--- config.mk ---
export PLATFORM = sky130hd
export DESIGN_NAME = rbf_rx_framer
export DESIGN_NICKNAME = d
export VERILOG_FILES = /design/src/rbf_rx_framer.v
export VERILOG_INCLUDE_DIRS = /design/src
export SDC_FILE = /design/constraint.sdc
export NUM_CORES = 1
export LEC_CHECK = 0
export BUFFER_PORTS_ARGS = -buffer_cell sky130_fd_sc_hd__clkbuf_2
export CELL_PAD_IN_SITES_DETAIL_PLACEMENT = 0
export CELL_PAD_IN_SITES_GLOBAL_PLACEMENT = 2
export CORE_MARGIN = 2
export CORE_UTILIZATION = 35
export CTS_BUF_LIST = sky130_fd_sc_hd__clkbuf_4
export DETAILED_ROUTE_END_ITERATION = 10
export GPL_TIMING_DRIVEN = 0
export PLACE_DENSITY_LB_ADDON = 0.1
export SYNTH_ARGS = -nofsm -noshare
export SYNTH_HDL_FRONTEND = slang
export SYNTH_SLANG_ARGS = --single-unit
--- constraint.sdc ---
create_clock -name ref_clk -period 5.4 [get_ports ref_clk]
set_input_delay 0.81 -clock ref_clk [delete_from_list [all_inputs] [get_ports ref_clk]]
set_output_delay 0.81 -clock ref_clk [all_outputs]
set_load 0.02 [all_outputs]
--- src/rbf_defines.vh ---
/*
 rbf_defines.vh: register indices, field positions, reset values and codes for the
 receive bit framing block.
 assumes: included by rbf_rx_framer.v only; definitions only, no logic.
*/
`ifndef RBF_DEFINES_VH
`define RBF_DEFINES_VH

// register indices; byte address is four times the index
`define RBF_IDX_BIT_FORMAT 8'h58
`define RBF_IDX_END_SYMBOL 8'h59
`define RBF_IDX_START_HIGH 8'h5a
`define RBF_IDX_START_LOW 8'h5b
`define RBF_IDX_SYNC_CTRL 8'h5c
`define RBF_IDX_STATUS 8'h60
`define RBF_IDX_MASK 8'h61
`define RBF_IDX_RX_INFO 8'h62

// rx_bit_format_control fields
`define RBF_BF_STOP_PAR 5
`define RBF_BF_STOP_LEN 4
`define RBF_BF_MSB_FIRST 3
`define RBF_BF_STOP_BIT 2
`define RBF_BF_ODD_PAR 1
`define RBF_BF_WMASK 8'h3e

// sync control fields: pattern length in 7:4, parity enable in bit 0
`define RBF_SC_LEN_HI 7
`define RBF_SC_LEN_LO 4
`define RBF_SC_PAR_EN 0
`define RBF_SC_WMASK 8'hf1

// status and mask bits
`define RBF_ST_DONE 0
`define RBF_ST_FRAME_ERR 1
`define RBF_ST_PARITY_ERR 2
`define RBF_ST_WIDTH 3

// reset values
`define RBF_RST_BIT_FORMAT 8'h00
`define RBF_RST_END_SYMBOL 8'h00
`define RBF_RST_START_HIGH 8'h00
`define RBF_RST_START_LOW 8'h00
`define RBF_RST_SYNC_CTRL 8'h01

// end symbol tuple codes
`define RBF_SYM_NONE 2'h0
`define RBF_SYM_ZERO 2'h1
`define RBF_SYM_ONE 2'h2
`define RBF_SYM_COLL 2'h3

// framer states
`define RBF_S_IDLE 3'h0
`define RBF_S_SOF 3'h1
`define RBF_S_DATA 3'h2
`define RBF_S_PAR 3'h3
`define RBF_S_STOP 3'h4

// bit count and stop bit value
`define RBF_LAST_BIT 3'h7
`define RBF_STOP_VALUE 1'b1

`endif

--- src/rbf_rx_framer.v ---
/*
 rbf_rx_framer.v: receive bit framing for a contactless reader frontend, with a
 classic wishbone register slave, sticky interrupt status and mask.
 assumes: one clock, ref_clk; synchronous active-high reset; demodulator bits arrive
 as single-cycle strobes synchronous to ref_clk; frame_start pulses once per frame.
*/
// The implementer's own choice: the Wishbone interface to the registers.
`timescale 1ns/1ps
`include "rbf_defines.vh"

// Operation
// RULE1: bad parity ends reception when enabled
// RULE2: length stop ends at configured byte count
// RULE3: frame length comes from first byte
// RULE4: bit order selects msb or lsb assembly
// RULE5: stop bit expected, checked, then removed
// RULE6: good stop bit pulses demodulator resync
// RULE7: wrong stop bit flags error, aborts frame
// RULE8: a correct stop bit is one
// RULE9: parity even when cleared, odd when set
// RULE10: end symbol: four two-bit tuples
// RULE11: tuples: none, zero, one, collision
// RULE12: zero tuple closes shorter end symbol
// RULE13: lowest tuple is expected first
// RULE14: low tuple zero disables end symbol
// RULE15: high byte is upper start pattern
// RULE16: low byte is lower start pattern
// RULE17: length field picks valid pattern bits
// RULE18: first enabled stop condition wins
module rbf_rx_framer #(
    parameter ADDR_W = 10,
    parameter NUM_TUPLES = 4
) (
    // clock and reset
    input wire ref_clk,
    input wire reset,
    // wishbone slave
    input wire wb_cyc_i,
    input wire wb_stb_i,
    input wire wb_we_i,
    input wire [ADDR_W-1:0] wb_adr_i,
    input wire [3:0] wb_sel_i,
    input wire [31:0] wb_dat_i,
    output reg [31:0] wb_dat_o,
    output reg wb_ack_o,
    // demodulator side
    input wire frame_start,
    input wire frame_end,
    input wire bit_valid,
    input wire bit_data,
    input wire bit_coll,
    output reg demod_resync,
    // contactless_coprocessor_port
    output reg [7:0] cop_data,
    output reg cop_valid,
    output reg frame_done,
    output reg frame_active,
    // interrupt
    output reg irq
);

    // configuration, status and mask registers
    reg [7:0] bit_format_q;
    reg [7:0] end_symbol_pattern;
    reg [7:0] start_pattern_high_byte;
    reg [7:0] start_pattern_low_byte;
    reg [7:0] sync_ctrl_q;
    reg [`RBF_ST_WIDTH-1:0] status_q;
    reg [`RBF_ST_WIDTH-1:0] mask_q;

    // framer state
    reg [2:0] state_q;
    reg [2:0] bit_cnt_q;
    reg [7:0] shift_q;
    reg [7:0] byte_cnt_q;
    reg [7:0] frame_len_q;
    reg [15:0] sof_q;
    reg [4:0] sof_cnt_q;
    reg [2*NUM_TUPLES-1:0] hist_q;
    reg par_bad_q;

    wire stop_on_bad_parity = bit_format_q[`RBF_BF_STOP_PAR];
    wire stop_on_frame_length = bit_format_q[`RBF_BF_STOP_LEN];
    wire msb_first_receive = bit_format_q[`RBF_BF_MSB_FIRST];
    wire stop_bit_check_enable = bit_format_q[`RBF_BF_STOP_BIT];
    wire odd_parity_select = bit_format_q[`RBF_BF_ODD_PAR];
    wire [3:0] start_pattern_length = sync_ctrl_q[`RBF_SC_LEN_HI:`RBF_SC_LEN_LO];
    wire parity_enable = sync_ctrl_q[`RBF_SC_PAR_EN];

    // bus decode; write lands on the edge where ack is seen high
    wire bus_req = wb_cyc_i & wb_stb_i;
    wire [ADDR_W-3:0] reg_idx = wb_adr_i[ADDR_W-1:2];
    wire bus_wr = bus_req & wb_ack_o & wb_we_i & wb_sel_i[0];
    wire wr_fmt = bus_wr & (reg_idx == `RBF_IDX_BIT_FORMAT);
    wire wr_eof = bus_wr & (reg_idx == `RBF_IDX_END_SYMBOL);
    wire wr_sh = bus_wr & (reg_idx == `RBF_IDX_START_HIGH);
    wire wr_sl = bus_wr & (reg_idx == `RBF_IDX_START_LOW);
    wire wr_sc = bus_wr & (reg_idx == `RBF_IDX_SYNC_CTRL);
    wire wr_st = bus_wr & (reg_idx == `RBF_IDX_STATUS);
    wire wr_mk = bus_wr & (reg_idx == `RBF_IDX_MASK);

    reg [7:0] rd_val;
    always @* begin
        case (reg_idx)
            `RBF_IDX_BIT_FORMAT: rd_val = bit_format_q;
            `RBF_IDX_END_SYMBOL: rd_val = end_symbol_pattern;
            `RBF_IDX_START_HIGH: rd_val = start_pattern_high_byte;
            `RBF_IDX_START_LOW: rd_val = start_pattern_low_byte;
            `RBF_IDX_SYNC_CTRL: rd_val = sync_ctrl_q;
            `RBF_IDX_STATUS: rd_val = {frame_active, 4'h0, status_q};
            `RBF_IDX_MASK: rd_val = {5'h00, mask_q};
            `RBF_IDX_RX_INFO: rd_val = byte_cnt_q;
            default: rd_val = 8'h00;
        endcase
    end

    // symbol of the incoming bit, same code as the end symbol tuples
    wire [1:0] sym_in = bit_coll ? `RBF_SYM_COLL : (bit_data ? `RBF_SYM_ONE : `RBF_SYM_ZERO); // [RULE11]
    wire [2*NUM_TUPLES-1:0] hist_new = {hist_q[2*NUM_TUPLES-3:0], sym_in};

    // end symbol matching: tuple 0 is the oldest symbol of the window
    wire [NUM_TUPLES-1:0] tup_act;
    wire [NUM_TUPLES-1:0] tup_ok;
    reg [2:0] eof_len;
    integer k;
    always @* begin
        eof_len = 3'h0;
        for (k = 0; k < NUM_TUPLES; k = k + 1) begin
            eof_len = eof_len + {2'b00, tup_act[k]};
        end
    end
    genvar g;
    generate
        for (g = 0; g < NUM_TUPLES; g = g + 1) begin : g_tuple
            // a genvar cannot be part-selected, so its width is fixed here
            localparam [2:0] TUP_POS = g;
            wire [1:0] tup = end_symbol_pattern[2*g+1:2*g]; // [RULE10]
            wire [2:0] age = eof_len - 3'd1 - TUP_POS;
            if (g == 0) begin : g_first
                assign tup_act[g] = (tup != `RBF_SYM_NONE); // [RULE14]
            end else begin : g_rest
                assign tup_act[g] = tup_act[g-1] & (tup != `RBF_SYM_NONE); // [RULE12]
            end
            // the first active tuple is compared with the oldest bit of the window
            assign tup_ok[g] = ~tup_act[g] | (hist_new[2*age +: 2] == tup); // [RULE13]
        end
    endgenerate
    wire eof_hit = tup_act[0] & (&tup_ok); // [RULE14]

    // start pattern: low start_pattern_length bits of {high, low} must match
    wire [15:0] sof_pat = {start_pattern_high_byte, start_pattern_low_byte}; // [RULE15] [RULE16]
    wire [15:0] sof_new = {sof_q[14:0], bit_data};
    wire [15:0] sof_msk = ~(16'hffff << start_pattern_length); // [RULE17]
    wire sof_hit = ((sof_new & sof_msk) == (sof_pat & sof_msk)) &
                   (sof_cnt_q + 5'h01 >= {1'b0, start_pattern_length});

    // byte assembly
    wire [7:0] shift_new = msb_first_receive ? {shift_q[6:0], bit_data}
                                             : {bit_data, shift_q[7:1]}; // [RULE4]
    wire par_exp = (^shift_q) ^ odd_parity_select; // [RULE9]
    wire par_bad = (bit_data != par_exp);
    wire [7:0] cnt_next = byte_cnt_q + 8'h01;
    // the first byte sets the length, so it is compared against itself when it lands
    wire [7:0] len_eff = (byte_cnt_q == 8'h00) ? shift_q : frame_len_q; // [RULE3]
    wire len_hit = stop_on_frame_length & (cnt_next >= len_eff); // [RULE2]

    // status events
    reg ev_done;
    reg ev_ferr;
    reg ev_perr;
    wire [`RBF_ST_WIDTH-1:0] ev_vec = {ev_perr, ev_ferr, ev_done};

    always @(posedge ref_clk) begin
        if (reset) begin
            wb_ack_o <= 1'b0;
            wb_dat_o <= 32'h0000_0000;
            bit_format_q <= `RBF_RST_BIT_FORMAT;
            end_symbol_pattern <= `RBF_RST_END_SYMBOL;
            start_pattern_high_byte <= `RBF_RST_START_HIGH;
            start_pattern_low_byte <= `RBF_RST_START_LOW;
            sync_ctrl_q <= `RBF_RST_SYNC_CTRL;
            status_q <= {`RBF_ST_WIDTH{1'b0}};
            mask_q <= {`RBF_ST_WIDTH{1'b0}};
            irq <= 1'b0;
        end else begin
            wb_ack_o <= bus_req & ~wb_ack_o;
            if (bus_req & ~wb_ack_o) begin
                wb_dat_o <= {24'h00_0000, rd_val};
            end
            if (wr_fmt) begin
                bit_format_q <= wb_dat_i[7:0] & `RBF_BF_WMASK;
            end
            if (wr_eof) begin
                end_symbol_pattern <= wb_dat_i[7:0];
            end
            if (wr_sh) begin
                start_pattern_high_byte <= wb_dat_i[7:0];
            end
            if (wr_sl) begin
                start_pattern_low_byte <= wb_dat_i[7:0];
            end
            if (wr_sc) begin
                sync_ctrl_q <= wb_dat_i[7:0] & `RBF_SC_WMASK;
            end
            if (wr_mk) begin
                mask_q <= wb_dat_i[`RBF_ST_WIDTH-1:0];
            end
            // a new event beats a write-one clear in the same cycle
            status_q <= (status_q & ~(wr_st ? wb_dat_i[`RBF_ST_WIDTH-1:0]
                                            : {`RBF_ST_WIDTH{1'b0}})) | ev_vec;
            irq <= |(((status_q & ~(wr_st ? wb_dat_i[`RBF_ST_WIDTH-1:0]
                                          : {`RBF_ST_WIDTH{1'b0}})) | ev_vec) & mask_q);
        end
    end

    // framer
    always @(posedge ref_clk) begin
        if (reset) begin
            state_q <= `RBF_S_IDLE;
            bit_cnt_q <= 3'h0;
            shift_q <= 8'h00;
            byte_cnt_q <= 8'h00;
            frame_len_q <= 8'h00;
            sof_q <= 16'h0000;
            sof_cnt_q <= 5'h00;
            hist_q <= {2*NUM_TUPLES{1'b0}};
            par_bad_q <= 1'b0;
            cop_data <= 8'h00;
            cop_valid <= 1'b0;
            frame_done <= 1'b0;
            frame_active <= 1'b0;
            demod_resync <= 1'b0;
            ev_done <= 1'b0;
            ev_ferr <= 1'b0;
            ev_perr <= 1'b0;
        end else begin
            cop_valid <= 1'b0;
            frame_done <= 1'b0;
            demod_resync <= 1'b0;
            ev_done <= 1'b0;
            ev_ferr <= 1'b0;
            ev_perr <= 1'b0;
            case (state_q)
                `RBF_S_IDLE: begin
                    if (frame_start) begin
                        byte_cnt_q <= 8'h00;
                        frame_len_q <= 8'h00;
                        bit_cnt_q <= 3'h0;
                        sof_q <= 16'h0000;
                        sof_cnt_q <= 5'h00;
                        hist_q <= {2*NUM_TUPLES{1'b0}};
                        frame_active <= 1'b1;
                        // zero length means no start pattern to hunt for
                        state_q <= (start_pattern_length == 4'h0) ? `RBF_S_DATA
                                                                  : `RBF_S_SOF; // [RULE17]
                    end
                end
                `RBF_S_SOF: begin
                    if (frame_end) begin
                        state_q <= `RBF_S_IDLE;
                        frame_active <= 1'b0;
                        frame_done <= 1'b1;
                        ev_done <= 1'b1;
                    end else if (bit_valid) begin
                        sof_q <= sof_new;
                        if (sof_cnt_q != 5'h1f) begin
                            sof_cnt_q <= sof_cnt_q + 5'h01;
                        end
                        if (sof_hit) begin
                            state_q <= `RBF_S_DATA; // [RULE15] [RULE16]
                        end
                    end
                end
                `RBF_S_DATA, `RBF_S_PAR, `RBF_S_STOP: begin
                    if (frame_end) begin
                        // demodulator ends the frame; partial bits are dropped
                        state_q <= `RBF_S_IDLE;
                        frame_active <= 1'b0;
                        frame_done <= 1'b1;
                        ev_done <= 1'b1;
                    end else if (bit_valid) begin
                        hist_q <= hist_new;
                        if (eof_hit) begin
                            // checked before the bit is used, so it wins a tie
                            state_q <= `RBF_S_IDLE; // [RULE18]
                            frame_active <= 1'b0;
                            frame_done <= 1'b1;
                            ev_done <= 1'b1;
                        end else if (state_q == `RBF_S_DATA) begin
                            shift_q <= shift_new;
                            bit_cnt_q <= bit_cnt_q + 3'h1;
                            if (bit_cnt_q == `RBF_LAST_BIT) begin
                                if (parity_enable) begin
                                    state_q <= `RBF_S_PAR;
                                end else begin
                                    cop_data <= shift_new;
                                    cop_valid <= 1'b1;
                                    byte_cnt_q <= cnt_next;
                                    if (byte_cnt_q == 8'h00) begin
                                        frame_len_q <= shift_new; // [RULE3]
                                    end
                                    if (stop_on_frame_length &
                                        (cnt_next >= ((byte_cnt_q == 8'h00) ? shift_new
                                                                            : frame_len_q))) begin
                                        state_q <= `RBF_S_IDLE; // [RULE2] [RULE18]
                                        frame_active <= 1'b0;
                                        frame_done <= 1'b1;
                                        ev_done <= 1'b1;
                                    end else if (stop_bit_check_enable) begin
                                        state_q <= `RBF_S_STOP; // [RULE5]
                                    end
                                end
                            end
                        end else if (state_q == `RBF_S_PAR) begin
                            // parity bit is consumed, the byte still goes out
                            cop_data <= shift_q;
                            cop_valid <= 1'b1;
                            byte_cnt_q <= cnt_next;
                            par_bad_q <= par_bad;
                            ev_perr <= par_bad;
                            if (byte_cnt_q == 8'h00) begin
                                frame_len_q <= shift_q; // [RULE3]
                            end
                            if ((stop_on_bad_parity & par_bad) | len_hit) begin
                                state_q <= `RBF_S_IDLE; // [RULE1] [RULE2] [RULE18]
                                frame_active <= 1'b0;
                                frame_done <= 1'b1;
                                ev_done <= 1'b1;
                            end else if (stop_bit_check_enable) begin
                                state_q <= `RBF_S_STOP; // [RULE5]
                            end else begin
                                state_q <= `RBF_S_DATA;
                            end
                        end else begin
                            // stop bit never reaches the coprocessor port
                            if (bit_data == `RBF_STOP_VALUE && !bit_coll) begin // [RULE8]
                                demod_resync <= 1'b1; // [RULE6]
                                state_q <= `RBF_S_DATA; // [RULE5]
                            end else begin
                                state_q <= `RBF_S_IDLE; // [RULE7]
                                frame_active <= 1'b0;
                                frame_done <= 1'b1;
                                ev_ferr <= 1'b1;
                                ev_done <= 1'b1;
                            end
                        end
                    end
                end
                default: begin
                    state_q <= `RBF_S_IDLE;
                    frame_active <= 1'b0;
                end
            endcase
        end
    end

endmodule // rbf_rx_framer

==> flow_metrics.py <==
metrics = {
    "global_routing": {
        "grt_max_degree": 17,
        "grt_pass1_wl_mm": 35.5,
        "gr-total-overflow": 0,
        "grt_pass1_vias": 6189,
        "track_usage_pct": 21.2,
        "grt_antenna_before_repair": 1,
    },
    "sta": {
        "worst_slew_pin_slew_ns": 0.833,
        "slew_viol_final": 0,
        "rsz0062_at_grt": "no",
        "hold_violations": 0,
        "hold_ws_ns": 0.479,
        "slew_headroom_pct": 43.7,
        "max_freq_mhz": 204,
        "setup_viol": 0,
        "finalSetupTns_ns": 0,
        "period_minus_slack_ns": 4.91,
        "finClkSkew_ns": 0.0228,
        "fin_crit_sh_pct": 90.9,
    },
    "cells_and_area": {
        "utilization_pct": 40.2,
        "multi_input_area_um2": 4450,
        "final_cell_mix": "dfxtp_1, nand2_1, nor2_1, a21oi_1, mux2i_1",
        "num-nets-final": 1052,
        "final_common_cell": "dfxtp_1",
        "drive_gt1_share_pct": 13.7,
        "largest_reg_flops": 14,
        "area_delta_synth_final_pct": 12.9,
        "top_register": "sof_q",
        "n_fill_cell": 2137,
        "regArea_um2": 2380,
    },
    "die": {
        "die_y_um": 147,
        "start_util_pct": 35.6,
        "ios": 102,
        "core-area_um2": 20200,
        "die_area_um2": 21700,
        "dieWidth_um": 147,
        "num_rows": 52,
    },
    "synthesis": {
        "synth_cells": 879,
        "synth_seq_cells": 119,
        "synth.yosys.seq_area_share_pct": 33.2,
        "synth-edff-count": 0,
        "netlist-cell-type-count": 75,
        "async_reset_ff_share_pct": 0,
        "avgSynthCellArea_um2": 8.17,
        "synth_area_um2": 7180,
        "ys.flop_type": "dfxtp_1",
        "yosysWarnings": 0,
    },
    "clock_network": {
        "clockBufferDepth": 2,
        "cts_tree": "built",
        "h-tree-depth": 4,
        "cts.sinks": 119,
        "cts_made_buffers": 17,
        "clkTransAtPathRegs_ns": 0.13,
        "cts.root.buffer_cell": "clkbuf_4",
        "clock_latency_ns": 0.54,
    },
    "setup_path": {
        "cp_data_arrival_time_ns": 5.36,
        "crit_type": "flip-flop to flip-flop",
        "start_kind": "flip-flop",
        "r2r_cells": 18,
        "cp.required_ns": 5.85,
        "path_max_fanout": 10,
        "worstReg2RegStart": "end_symbol_pattern[2]$_SDFFE_PP0P_",
        "r2r_end": "shift_q[6]$_SDFFE_PP0P_",
        "worstSetupEndpointType": "flip-flop",
        "r2r_slack_ns": 0.49,
    },
    "detailed_routing": {
        "routedWlPerCell_um": 18.1,
        "postRouteAntennaNets": 0,
        "drt-vias-per-instance": 5.19,
        "drc": 0,
        "drt-total-wl_mm": 22.6,
        "num_vias": 6495,
        "drt-pass1-iter-count": 7,
        "drt-initial-drc-count": 426,
    },
    "status": {
        "outcome": "complete, no violations",
    },
    "power_and_ir_drop": {
        "ir_drop_mv": 0.128,
        "power_uw": 2160,
        "total_leakage_power_uw": 0.00319,
        "pwr_density_cell_nw_per_um2": 267,
    },
    "placement": {
        "dp.final_hpwl_mm": 17.4,
        "portBuffers": 46,
        "gp_congestion": 0.788,
    },
    "min_path": {
        "min_to": "start_pattern_high_byte[7]$_SDFFE_PP0P_",
        "hold_start": "start_pattern_high_byte[7]$_SDFFE_PP0P_",
        "hp-class": "flip-flop to flip-flop",
        "min_delay_path_depth": 2,
    },
    "run": {
        "max_cap_violations": 0,
    },
}
==> repair_timing <==
action                     4_1_cts  5_1_grt
hold buffers                     0        0
pin swaps                        0        2
gates resized for setup          1        1
setup buffers                    0        1
hold endpoints to repair         0        0
setup endpoints to repair        8       34
==> area by class of cell <==
cell class	count	share of cell area, %
Multi-Input combinational cell	694	54.8
Sequential cell	119	29.4
Buffer	72	4.69
Tap cell	270	4.17
Timing Repair Buffer	47	3.09
Clock buffer	18	1.67
Clock inverter	14	1.37
Inverter	16	0.741
Antenna cell	1	0.0309
==> cell usage after synthesis, drive strengths merged, types with 18 or more instances <==
cell,instances,share of area (%)
a21oi,83,5.8
a22oi,22,2.3
buf,33,3.3
clkbuf,40,2.1
dfxtp,119,33
ha,28,4.9
mux2i,54,7.5
nand2,109,5.7
nand3,46,3.2
nor2,108,5.6
o21ai,26,1.8
xnor2,18,2.2
==> routing by layer <==
| metal | vias to the layer above | global-route usage, % | part of all wire [%] |
|---|---|---|---|
| met3 | 22 | 3.45 | 3.4 |
| met2 | 137 | 36.3 | 49 |
| met5 | - | 0 | 0 |
| met4 | 0 | 5.43 | 1.7 |
| met1 | 3059 | 28.0 | 46 |
| li1 | 3277 | - | - |
==> worst max-delay path, cell delays in order, from the launching register on <==
cell and delay (ns):
dfxtp_1 0.41, o22ai_1 0.54, nor2_1 0.13, inv_1 0.14, and2_1 0.16, fa_1 0.16, inv_1 0.04, ha_1 0.26
buf_2 0.19, inv_2 0.09, ha_1 0.39, mux4_2 0.54, mux2_1 0.37, o31ai_4 0.30, nor3_2 0.16, nor3_4 0.39
buf_2 0.29, nor2_1 0.06, a211oi_1 0.20
==> kinds of logic (layout without fill, tap and decap cells) <==
family          after synthesis  count (layout)  share of synthesized area, %
buf+inv                      89             167                          6.18
other cells                   1              25                        0.0522
fa+ha+maj                    29              29                          5.16
flops                       119             119                          33.2
compound gates              198             198                          18.1
mux                          67              67                          10.8
xor+xnor                     34              34                          4.14
simple gates                342             342                          22.3
==> worst max path at each step <==
stage	from	end	slack (ns)	cells past startpoint
CTS	end_symbol_pattern[1]$_SDFFE_PP0P_	cop_data[7]$_SDFFE_PP0P_	0.10	15
floorplan	end_symbol_pattern[1]$_SDFFE_PP0P_	cop_data[4]$_SDFFE_PP0P_	1.04	15
global route	end_symbol_pattern[0]$_SDFFE_PP0P_	shift_q[6]$_SDFFE_PP0P_	0.07	18
detailed placement	end_symbol_pattern[1]$_SDFFE_PP0P_	byte_cnt_q[2]$_SDFFE_PP0P_	0.02	16
finish	end_symbol_pattern[2]$_SDFFE_PP0P_	shift_q[6]$_SDFFE_PP0P_	0.49	18
global placement	end_symbol_pattern[1]$_SDFFE_PP0P_	frame_len_q[7]$_SDFFE_PP0P_	0.05	15
==> per-stage QoR <==
| step | setup slack (ns) | cells | cell area [um2] |
|---|---|---|---|
| 2_1_floorplan | 1.04 | 902 | 7270 |
| 3_3_place_gp | 0.0493 | 1218 | 7840 |
| 3_5_place_dp | 0.0199 | 1218 | 7840 |
| 4_1_cts | 0.104 | 1250 | 8090 |
| 5_1_grt | 0.0729 | 1251 | 8110 |
| 6_report | 0.489 | 1251 | 8110 |
==> where the power goes <==
part	internal [uW]	leakage [uW]	switching, uW
registers	906	0.000961	34.6
clock network	226	0.000122	368
logic	207	0.00210	420
No activity file was read; power rests on OpenSTA's default activity.
